--- config.mk ---
export PLATFORM = sky130hd
export DESIGN_NAME = sdcp_top
export DESIGN_NICKNAME = d
export VERILOG_FILES = /design/src/common/sdcp_pkg.sv /design/src/rtl/sdcp_sync.sv /design/src/rtl/sdcp_shift.sv /design/src/rtl/sdcp_top.sv
export VERILOG_INCLUDE_DIRS = /design/src /design/src/common
export SDC_FILE = /design/constraint.sdc
export NUM_CORES = 1
export LEC_CHECK = 0
export ABC_AREA = 1
export BUFFER_PORTS_ARGS = -buffer_cell sky130_fd_sc_hd__buf_4
export CAP_MARGIN = 20
export CORE_AREA = 2 2 104 106
export CTS_CLUSTER_DIAMETER = 40
export DETAILED_ROUTE_END_ITERATION = 8
export DIE_AREA = 0 0 106 108
export HOLD_SLACK_MARGIN = 0.06
export PLACE_DENSITY_LB_ADDON = 0.2
export SETUP_SLACK_MARGIN = 0.2
export SYNTH_ARGS = -nofsm -noshare
export SYNTH_HDL_FRONTEND = slang
export SYNTH_SLANG_ARGS = --single-unit
--- constraint.sdc ---
create_clock -name clk_sys_in -period 1.35 [get_ports clk_sys_in]
set_input_delay 0.2025 -clock clk_sys_in [delete_from_list [all_inputs] [get_ports clk_sys_in]]
set_output_delay 0.2025 -clock clk_sys_in [all_outputs]
set_load 0.05 [all_outputs]
--- src/common/sdcp_cfg.svh ---
// Constants for the serial converter control port.
// Included by the package and by every design module.
`ifndef SDCP_CFG_SVH
`define SDCP_CFG_SVH
`define SDCP_FRAME_BITS    12
`define SDCP_CODE_BITS     10
`define SDCP_PIX_BITS      10
`define SDCP_SYNC_STAGES   3
`define SDCP_SEL_POS       10
`define SDCP_CODE_MSB      9
`define SDCP_CODE_LSB      0
`define SDCP_CODE_RESET    10'h000
`define SDCP_FRAME_RESET   12'h000
`define SDCP_SYNC_RESET    3'h0
`define SDCP_PIX_RESET     10'h000
`define SDCP_SEL_ATTEN     1'b0
`define SDCP_SEL_AUX       1'b1
`endif

--- src/common/sdcp_pkg.sv ---
// Types shared by the serial converter control port modules.
// Assumes sdcp_cfg.svh is on the include path.
`include "sdcp_cfg.svh"
package sdcp_pkg;
    typedef logic [`SDCP_FRAME_BITS-1:0] sdcp_frame_t;
    typedef logic [`SDCP_CODE_BITS-1:0]  sdcp_code_t;
    typedef logic [`SDCP_PIX_BITS-1:0]   sdcp_pix_t;
endpackage

--- src/rtl/sdcp_sync.sv ---
// Three-stage pin synchroniser with rise and fall detection.
// Assumes the input is asynchronous to clk_sys_in.
`timescale 1ns/1ps
`include "sdcp_cfg.svh"
module sdcp_sync
    import sdcp_pkg::*;
(
    input  wire logic clk_sys_in,
    input  wire logic reset_in,
    input  wire logic enable_in,
    input  wire logic pin_in,
    output logic      level_out,
    output logic      rise_out,
    output logic      fall_out
);
    logic [`SDCP_SYNC_STAGES-1:0] stage;
    logic [`SDCP_SYNC_STAGES-1:0] next_stage;
    logic                         level;
    logic                         next_level;

    // Level changes only when stages two and three agree
    always_comb begin
        next_stage = {stage[`SDCP_SYNC_STAGES-2:0], pin_in};
        next_level = level;
        if (stage[1] == stage[2]) begin
            next_level = stage[2];
        end
    end

    always_ff @(posedge clk_sys_in) begin
        if (reset_in) begin
            stage <= `SDCP_SYNC_RESET;
            level <= 1'b0;
        end else if (enable_in) begin
            stage <= next_stage;
            level <= next_level;
        end
    end

    assign level_out = level;
    assign rise_out  = enable_in & (stage[1] == stage[2]) & stage[2] & ~level;
    assign fall_out  = enable_in & (stage[1] == stage[2]) & ~stage[2] & level;
endmodule

--- src/rtl/sdcp_shift.sv ---
// Twelve-stage master-slave shift register for the serial port.
// Assumes single-cycle clock-edge pulses from the synchronisers.
`timescale 1ns/1ps
`include "sdcp_cfg.svh"
module sdcp_shift
    import sdcp_pkg::*;
(
    input  wire logic  clk_sys_in,
    input  wire logic  clear_in,
    input  wire logic  enable_in,
    input  wire logic  data_in,
    input  wire logic  sclk_rise_in,
    input  wire logic  sclk_fall_in,
    output sdcp_frame_t frame_out
);
    sdcp_frame_t master;
    sdcp_frame_t slave;
    sdcp_frame_t next_master;
    sdcp_frame_t next_slave;

    always_comb begin
        next_master = master;
        next_slave  = slave;
        if (sclk_rise_in) begin
            // Master takes the slave chain shifted by one plus new bit
            next_master = {slave[`SDCP_FRAME_BITS-2:0], data_in};
        end
        if (sclk_fall_in) begin
            next_slave = master;
        end
    end

    always_ff @(posedge clk_sys_in) begin
        if (clear_in) begin
            master <= `SDCP_FRAME_RESET;
            slave  <= `SDCP_FRAME_RESET;
        end else if (enable_in) begin
            master <= next_master;
            slave  <= next_slave;
        end
    end

    assign frame_out = slave;
endmodule

--- src/rtl/sdcp_top.sv ---
// Serial converter control port with pixel timing capture.
// Assumes every pin input is asynchronous to clk_sys_in.
`timescale 1ns/1ps
`include "sdcp_cfg.svh"
module sdcp_top
    import sdcp_pkg::*;
(
    input  wire logic  clk_sys_in,
    input  wire logic  reset_in,
    input  wire logic  enable_in,
    input  wire logic  serial_data_in,
    input  wire logic  serial_clock_in,
    input  wire logic  write_strobe_in,
    input  wire logic  register_reset_n_in,
    input  wire logic  reference_sample_pulse_n_in,
    input  wire logic  pixel_sample_pulse_n_in,
    input  wire logic  dummy_clamp_pulse_n_in,
    input  wire logic  black_clamp_pulse_n_in,
    input  wire logic  output_latch_clock_in,
    input  sdcp_pix_t  pixel_word_in,
    output sdcp_code_t attenuation_converter_out,
    output sdcp_code_t auxiliary_converter_out,
    output logic       input_clamp_out,
    output logic       black_loop_enable_out,
    output logic       dummy_loop_enable_out,
    output logic       sample_reference_out,
    output logic       sample_pixel_out,
    output sdcp_pix_t  pixel_word_out
);
    localparam int NPIN = 9;

    logic [NPIN-1:0] pin_raw;
    logic [NPIN-1:0] pin_lvl;
    logic [NPIN-1:0] pin_rise;
    logic [NPIN-1:0] pin_fall;

    // Active-low pins inverted first so the cleared synchroniser matches idle
    assign pin_raw = {output_latch_clock_in, ~black_clamp_pulse_n_in,
                      ~dummy_clamp_pulse_n_in, ~pixel_sample_pulse_n_in,
                      ~reference_sample_pulse_n_in, ~register_reset_n_in,
                      write_strobe_in, serial_clock_in, serial_data_in};

    // One synchroniser per pin
    genvar gi;
    generate
        for (gi = 0; gi < NPIN; gi++) begin : g_sync
            sdcp_sync u_sync (
                .clk_sys_in (clk_sys_in),
                .reset_in   (reset_in),
                .enable_in  (enable_in),
                .pin_in     (pin_raw[gi]),
                .level_out  (pin_lvl[gi]),
                .rise_out   (pin_rise[gi]),
                .fall_out   (pin_fall[gi])
            );
        end
    endgenerate

    logic sd_lvl;
    logic sclk_rise;
    logic sclk_fall;
    logic wrt_rise;
    logic rst_active;
    logic ref_act;
    logic dat_act;
    logic dum_act;
    logic blk_act;
    logic output_latch_clock_rise;

    assign sd_lvl     = pin_lvl[0];
    assign sclk_rise  = pin_rise[1];
    assign sclk_fall  = pin_fall[1];
    assign wrt_rise   = pin_rise[2];
    // Pin reset acts on raw or synchronised level, serial clock edges or not
    assign rst_active = reset_in | ~register_reset_n_in | pin_lvl[3];
    assign ref_act    = pin_lvl[4];
    assign dat_act    = pin_lvl[5];
    assign dum_act    = pin_lvl[6];
    assign blk_act    = pin_lvl[7];
    assign output_latch_clock_rise  = pin_rise[8];

    sdcp_frame_t frame;

    // Reset pin is combined into the shift clear
    sdcp_shift u_shift (
        .clk_sys_in   (clk_sys_in),
        .clear_in     (rst_active),
        .enable_in    (enable_in),
        .data_in      (sd_lvl),
        .sclk_rise_in (sclk_rise),
        .sclk_fall_in (sclk_fall),
        .frame_out    (frame)
    );

    sdcp_code_t atten_code;
    sdcp_code_t aux_code;
    sdcp_code_t next_atten_code;
    sdcp_code_t next_aux_code;
    sdcp_code_t frame_code;
    logic       frame_sel;

    // Leading slot bit frame[11] is never looked at
    assign frame_sel  = frame[`SDCP_SEL_POS];
    assign frame_code = frame[`SDCP_CODE_MSB:`SDCP_CODE_LSB];

    always_comb begin
        next_atten_code = atten_code;
        next_aux_code   = aux_code;
        if (wrt_rise) begin
            unique case (frame_sel)
                `SDCP_SEL_ATTEN: next_atten_code = frame_code;
                `SDCP_SEL_AUX:   next_aux_code   = frame_code;
            endcase
        end
    end

    // Two independent holding registers
    always_ff @(posedge clk_sys_in) begin
        if (rst_active) begin
            atten_code <= `SDCP_CODE_RESET;
            aux_code   <= `SDCP_CODE_RESET;
        end else if (enable_in) begin
            atten_code <= next_atten_code;
            aux_code   <= next_aux_code;
        end
    end

    // Code passed raw; analog side inverts, zero is highest voltage
    assign attenuation_converter_out = atten_code;
    assign auxiliary_converter_out   = aux_code;

    sdcp_pix_t pix;
    sdcp_pix_t next_pix;
    logic      clamp;
    logic      next_clamp;
    logic      blk_en;
    logic      next_blk_en;
    logic      dum_en;
    logic      next_dum_en;
    logic      smp_ref;
    logic      next_smp_ref;
    logic      smp_pix;
    logic      next_smp_pix;

    always_comb begin
        next_pix     = pix;
        if (output_latch_clock_rise) begin
            next_pix = pixel_word_in;
        end
        next_clamp   = ref_act & dum_act;
        next_blk_en  = blk_act;
        next_dum_en  = dum_act;
        next_smp_ref = ref_act;
        next_smp_pix = dat_act;
    end

    always_ff @(posedge clk_sys_in) begin
        if (reset_in) begin
            pix     <= `SDCP_PIX_RESET;
            clamp   <= 1'b0;
            blk_en  <= 1'b0;
            dum_en  <= 1'b0;
            smp_ref <= 1'b0;
            smp_pix <= 1'b0;
        end else if (enable_in) begin
            pix     <= next_pix;
            clamp   <= next_clamp;
            blk_en  <= next_blk_en;
            dum_en  <= next_dum_en;
            smp_ref <= next_smp_ref;
            smp_pix <= next_smp_pix;
        end
    end

    assign pixel_word_out        = pix;
    assign input_clamp_out       = clamp;
    assign black_loop_enable_out = blk_en;
    assign dummy_loop_enable_out = dum_en;
    assign sample_reference_out  = smp_ref;
    assign sample_pixel_out      = smp_pix;
endmodule

==> results of run 1 <==
-- per-layer routing --
metal | share of wire (%) | GRT usage (%)
met1 | 47 | 15.7
met4 | 0.47 | 4.42
met3 | 2.6 | 3.38
met2 | 50 | 23.7
met5 | 0 | 0
-- registers in the layout, indices dropped and copies added (netlist names) --
name                       count
input_clamp_out                1
u_shift.frame_out             11
sample_reference_out           1
black_loop_enable_out          1
pixel_word_out                10
sample_pixel_out               1
dummy_loop_enable_out          1
auxiliary_converter_out       10
g_sync.u_sync.stage           27
u_shift.master                11
g_sync.u_sync.level_out        9
attenuation_converter_out     10
-- cells by family after synthesis --
group	share of synthesized area, %
buf+inv	7.75
compound gates	12.5
simple gates	27.3
flops	52.4
-- timing repair --
item | 4_1_cts | 5_1_grt
setup buffers | 0 | 2
pin swaps | 1 | 1
setup endpoints to repair | 1 | 66
resized for setup | 0 | 32
hold endpoints to repair | 7 | 0
hold buffers | 7 | 0
gates cloned | 0 | 3
-- metrics by stage --
step                      instance area [µm²]  power, mW  setup WS, ns  cells
final                                    4540       5.05         0.248    668
after global routing                     4540       5.32         0.161    668
after CTS                                4410       5.13         0.201    663
after detailed placement                 4140       3.24         0.141    640
after global placement                   4140       3.23         0.161    640
after floorplan                          3550       3.12         0.341    458
-- final cells by class --
type                            instances  area [µm²]  area share, %
Clock buffer                           10         128           2.81
Clock inverter                          6        70.1           1.54
Inverter                               25         105           2.32
Multi-Input combinational cell        313        1440           31.6
Sequential cell                        93        1870           41.1
Tap cell                              136         170           3.75
Timing Repair Buffer                   84         756           16.7
Timing Repair inverter                  1        7.51          0.165
-- worst max-delay path by stage --
stage,start,to,cells after the start,slack (ns)
2_1_floorplan,g_sync[2].u_sync.stage[1],attenuation_converter_out[2],6,0.34
3_3_place_gp,enable_in,pixel_word_out[2],7,0.16
3_5_place_dp,enable_in,pixel_word_out[0],7,0.14
4_1_cts,g_sync[1].u_sync.level_out,u_shift.master[7],5,0.20
5_1_grt,u_shift.frame_out[10],auxiliary_converter_out[2],4,0.16
6_report,pixel_word_out[7],pixel_word_out[7],1,0.25
-- where the power goes --
| part | switching [mW] | internal, mW | leakage, nW | total (mW) |
|---|---|---|---|---|
| Sequential | 0.0331 | 2.80 | 0.756 | 2.83 |
| Clock | 0.981 | 0.870 | 0.0895 | 1.85 |
| Combinational | 0.205 | 0.157 | 0.980 | 0.362 |
-- placed cells by master (no fill, tap or decap), drive strengths merged --
| master | netlist | layout |
|---|---|---|
| inv | 24 | 26 |
| a21oi | 29 | 29 |
| dfxtp | 93 | 93 |
| nand2 | 65 | 65 |
| dlygate4sd3 | 0 | 7 |
| clkbuf | 8 | 11 |
| buf | 20 | 76 |
| clkinvlp | 0 | 5 |
| nand4 | 23 | 23 |
| o21ai | 60 | 60 |
| bufinv | 0 | 1 |
| nor2 | 132 | 133 |
| nand3 | 3 | 3 |
==> results.md, run 1 <==
- Critical path fanouts, max: 2
- Clock buffer depth: 2
- Period utilisation layout: 81.6%
- Initial antenna violation count: 0
- Dpl hpwl: about 5 mm
- Sequential-to-total area share from yosys stat: roughly 52%
- RR Endpoint: auxiliary_converter_out[2]
- DRC errors left: 0
- Reg2reg start: u_shift.frame_out[10]
- Fmax: between 900 and 1000 MHz
- Maximum vdd drop: approximately 0.63 mV
- Max Cap Viol: 0
- CP Capture Type: output port
- Post-Syn Area: about 0.0036 mm²
- Tot GR Track Use: 13.3%
- Endpoints failing hold: 0
- Root Buffer Master: clkbuf_8
- Top cells by area in the synthesized netlist: dfxtp_1 (52%), nor2_1 (14%), o21ai_0 (7.5%)
- Number of port buffers: 56
- Routed Antenna Nets: 0
- Status: finished clean
- Worst Hold Class: in -> reg
- Ant. Diodes: 0
- Unrepaired setup endpoints after global routing: yes
- Vias: 3,010
- Initial core utilization: between 30% and 40%
- CP Launch Type: register
- Synth Instances: 458
- Final min period: about 1.1 ns
- FF-to-FF path depth: 4
- TritonCTS clock tree: built
- Post-synth EDFFs: 0
- # setup viols final: 0
- Avg WL per Cell: between 10 and 15 µm
- #FFs+latches synth: 93
- Largest area contributor in the netlist: dfxtp_1
- Total core area: roughly 0.010 mm²
- CTS buffer count: 9
- Clk slew on worst S/H paths: roughly 0.09 ns
- Initial DRT Pass Iterations: 4
- First-pass GRT wire length: around 12 mm
- Worst skew pair latency: ~0.35 ns
- Pin count of the biggest net entering global routing: 36
- Vias per inst: ~4.5
- Worst path required time: ~1.2 ns
- Core Rows: 37
- DIE AREA: 0.0114 mm²
- Max stage delay cell, worst path: dfxtp_1
- Count of final max-slew check failures: 0
- WP buf/inv: 1
- Flop-to-flop setup slack: between 0.2 and 0.3 ns
- Nets: 549
- Area grow syn2layout: 27.7%
- CTS sink cnt: between 90 and 100
- Count leader, synth: nor2_1
- Synth Flop Type: dfxtp_1
- Routed wire length: 7.41 mm
- Die height: between 100 and 150 µm
- Die width: roughly 110 µm
- P_leak: between 1.5 and 2 nW
- CP top delay family: flip-flops
- Number of global-route vias before repair: about 2,800
- Max incr delay on CP: around 0.35 ns
- Yosys synthesis warning count: 0
- Post-Syn Nets: between 400 and 500
- Gr ovfl total: 0
- GPL Wtd Cong: between 0.7 and 0.8
- Slew HR: between 80% and 90%
- Hold Startpoint: pixel_word_in[4]
- Final design utilization: between 40% and 50%
- CP Data Arrival Time: around 0.90 ns
- Hold worst-path end: pixel_word_out[4]
- Library cells used by synthesis: 24
- Kind of critical path: reg -> out
- 1st-iter DRT viols: 96
- Worst slew pin tran: slightly below 0.3 ns
- Leading cell types by count after synthesis: nor2_1 (128), dfxtp_1 (93), nand2_1 (62), o21ai_0 (53), a21oi_1 (29)
- Hold path cells: 3
- Layout cells sized above 1: a little over a fifth
- P per Cell Area: between 1000 and 1500 mW/mm²
- Filler cell count: between 1,000 and 1,500
- Io pins: between 50 and 60
- H-tree levels: 3
- Synth async-reset ratio: 0%
- Syn avg cell area: around 7.8 µm²
- Hold slack: 0.0814 ns
- Worst-path cell chain: buf_4
- Setup TNS Final: 0 ns
- Clock skew: roughly 0.014 ns
- Yosys top cell area share: between 50% and 60%
(Power assumes the default switching activity.)
==> run 2: changes to the inputs <==
clock period = 0.92 ns   (was 1.35 ns; I/O delays follow)
==> run 2 against run 1 <==
Effect of this change:
- clock skew down 0.0019 ns
- first-iteration DRC count up 2.1%
- the flow now finishes with violations (setup timing)
- flip-flop and latch count did not move
- clock-buffer cell count is the same
- via count up 9.4%
- sequential share of layout area decreased by 4.8 points
- combinational power up 100%
- sequential power is 47% higher
- worst hold slack worse by 0.014 ns
==> results.md, run 2 (synthesis gave the netlist of run 1 again) <==
- Ant. Diodes: 0 (unchanged)
- Violated checks: setup timing
- Cts hold-fix bufs: 19 (+12)
- Avg WL per Cell: 12.1 µm (+9.4%)
- Final min period: 1.06 ns
- Nets: 583 (+6.2%)
- Commonest cells after routing, fill and taps aside: nor2_1 (113), nand2_1 (57), dfxtp_1 (50)
- Inst Count DP: 653 (+2.0%)
- CP Capture Type: register
- Root Buffer Master: clkbuf_8
- DRC errors left: 0 (unchanged)
- GPL Wtd Cong: 0.759 (+2.5%)
- Critical path fanouts, max: 5 (+3)
- First-pass GRT wire length: 14.4 mm (+16%)
- TritonCTS clock tree: built
- Filler cell count: 953 (-8.3%)
- Dpl hpwl: 5.35 mm (+7.0%)
- Register with the most flip-flops: g_sync.u_sync.stage
- Cell area after placement: 0.00435 mm² (+5.0%)
- Hold slack: 0.0670 ns (-0.0144 ns)
- Clock skew: 0.0120 ns (-0.00192 ns)
- Clock buffer depth: 2 (unchanged)
- DIE AREA: 0.0114 mm² (unchanged)
- Number of flip-flops in the largest register: 27 (unchanged)
- Fmax: between 900 and 1000 MHz
- CP Launch Type: register
- Count of final max-slew check failures: 0 (unchanged)
- P per Cell Area: 1410 mW/mm² (+27%)
- Number of port buffers: 56 (unchanged)
- Die width: 106 µm (unchanged)
- Io pins: 57 (unchanged)
- Worst-path cell chain: nand4_4 > nor2_4 > nor2_1 > nor2_1
- Period utilisation layout: 115%
- H-tree levels: 3 (unchanged)
- Maximum vdd drop: 0.845 mV (+34%)
- Status: finished with violations
- Core Rows: 37 (unchanged)
- CTS buffer count: 9 (unchanged)
- CTS sink cnt: 93 (unchanged)
- # setup viols final: 88 (+88)
- Setup TNS Final: -6.33 ns (-6.33 ns)
- Setup ws final: -0.135 ns (-0.383 ns)
- Initial antenna violation count: 0 (unchanged)
- Die height: 108 µm (unchanged)
- Worst Hold Class: in -> reg
- Initial core utilization: 34.7% (unchanged)
- Layout cells sized above 1: 39.0% (+17 points)
- Routed wire length: 8.51 mm (+15%)
- Area grow syn2layout: 50.3%
- Initial DRT Pass Iterations: 4 (unchanged)
- Worst path required time: 1.21 ns (+0.06 ns)
- CP Data Arrival Time: 1.35 ns (+0.45 ns)
- Worst skew pair latency: 0.36 ns (about the same)
- Max incr delay on CP: 0.38 ns (+0.03 ns)
- Max stage delay cell, worst path: dfxtp_4
- Pin count of the biggest net entering global routing: 27 (-25%)
- Endpoints failing hold: 0 (unchanged)
- Routed Antenna Nets: 0 (unchanged)
- Max Cap Viol: 0 (unchanged)
- Slew HR: 85.3% (+4.8 points)
- Design Area, Final: 0.00534 mm² (+18%)
- Gr ovfl total: 0 (unchanged)
- Unrepaired setup endpoints after global routing: yes
- Tot GR Track Use: 15.6% (+2.2 points)
- Number of global-route vias before repair: 3,086 (+11%)
- Most common cell on crit path: nor2_1
- Vias: 3,294 (+9.4%)
- P_leak: 2.13 nW (+16%)
- Total core area: 0.0102 mm² (unchanged)
- Vias per inst: 4.69 (+4.1%)
- Kind of critical path: reg -> reg
- Non-Filler Instances: 702 (+5.1%)
- 1st-iter DRT viols: 98 (+2.1%)
- Commonest non-fill, non-tap cell in the layout: nor2_1
- Clk slew on worst S/H paths: 0.09 ns (about the same)
- Worst slew pin tran: 0.220 ns (-0.0719 ns)
-- run 2: cell types whose count changed in the layout (fill, tap and decap cells not counted), moves of 9 or more --
| cell | before | now |
|---|---|---|
| buf_4 | 59 | 43 |
| buf_8 | 0 | 29 |
| dfxtp_1 | 90 | 50 |
| dfxtp_2 | 3 | 34 |
| dfxtp_4 | 0 | 9 |
| dlygate4sd3_1 | 7 | 19 |
| nor2_1 | 128 | 113 |
| nor2_2 | 1 | 12 |
| o21ai_0 | 46 | 16 |
| o21ai_1 | 14 | 28 |
| o21ai_2 | 0 | 16 |
-- run 2: final timing paths --
| check | start | end | slack (ns) | cells past startpoint |
|---|---|---|---|---|
| worst max-delay path | g_sync[2].u_sync.stage[2] | auxiliary_converter_out[6] | -0.14 | 4 |
| worst min-delay path | enable_in | g_sync[1].u_sync.stage[2] | 0.07 | 3 |
| worst max register to register | g_sync[2].u_sync.stage[2] | auxiliary_converter_out[6] | -0.14 | 4 |
| worst min register to register | g_sync[3].u_sync.stage[2] | g_sync[3].u_sync.level_out | 0.46 | 2 |
-- run 2: report_power, final --
group          switching [mW]  total, mW  internal (mW)
logic                   0.369      0.733          0.364
clock network            1.40       2.65           1.25
registers              0.0586       4.15           4.09
-- run 2: final cells by class --
cell class / count / area, µm² / share of cell area (%)
multi-input cells: 315 / 1620 / 30.4
inverters: 25 / 109 / 2.04
flip-flops and latches: 93 / 1940 / 36.3
repair inverters: 1 / 8.76 / 0.164
repair buffers: 116 / 1300 / 24.3
clock buffers: 10 / 128 / 2.39
clock inverters: 6 / 63.8 / 1.19
well taps: 136 / 170 / 3.19
-- run 2: timing repair --
action,CTS,global route
pin swaps,30,18
resized for setup,107,61
buffers inserted,7,3
endpoints found under the setup margin,96,105
hold endpoints to repair,19,1
gates cloned,4,0
-- run 2: layer usage --
| metal | vias to the layer above | share of wire, % | global-route usage [%] |
|---|---|---|---|
| met4 | 0 | 1.9 | 6.30 |
| met1 | 1521 | 43 | 18.8 |
| met5 | - | 0 | 0 |
| li1 | 1695 | - | - |
| met2 | 63 | 53 | 27.6 |
| met3 | 15 | 2.9 | 2.59 |
-- run 2: through the flow --
step	setup WS (ns)	power (mW)	util, %
2_1_floorplan	-0.0192	4.62	-
3_3_place_gp	-0.145	4.81	42.5
3_5_place_dp	-0.175	4.82	42.5
4_1_cts	-0.130	7.61	50.3
5_1_grt	-0.205	7.87	52.2
6_report	-0.135	7.53	52.2
-- run 2: worst max-delay path: cells and delay by family (launching register included) --
kind	cells	cell delay, ns
flops	1	0.38
simple gates	4	0.62
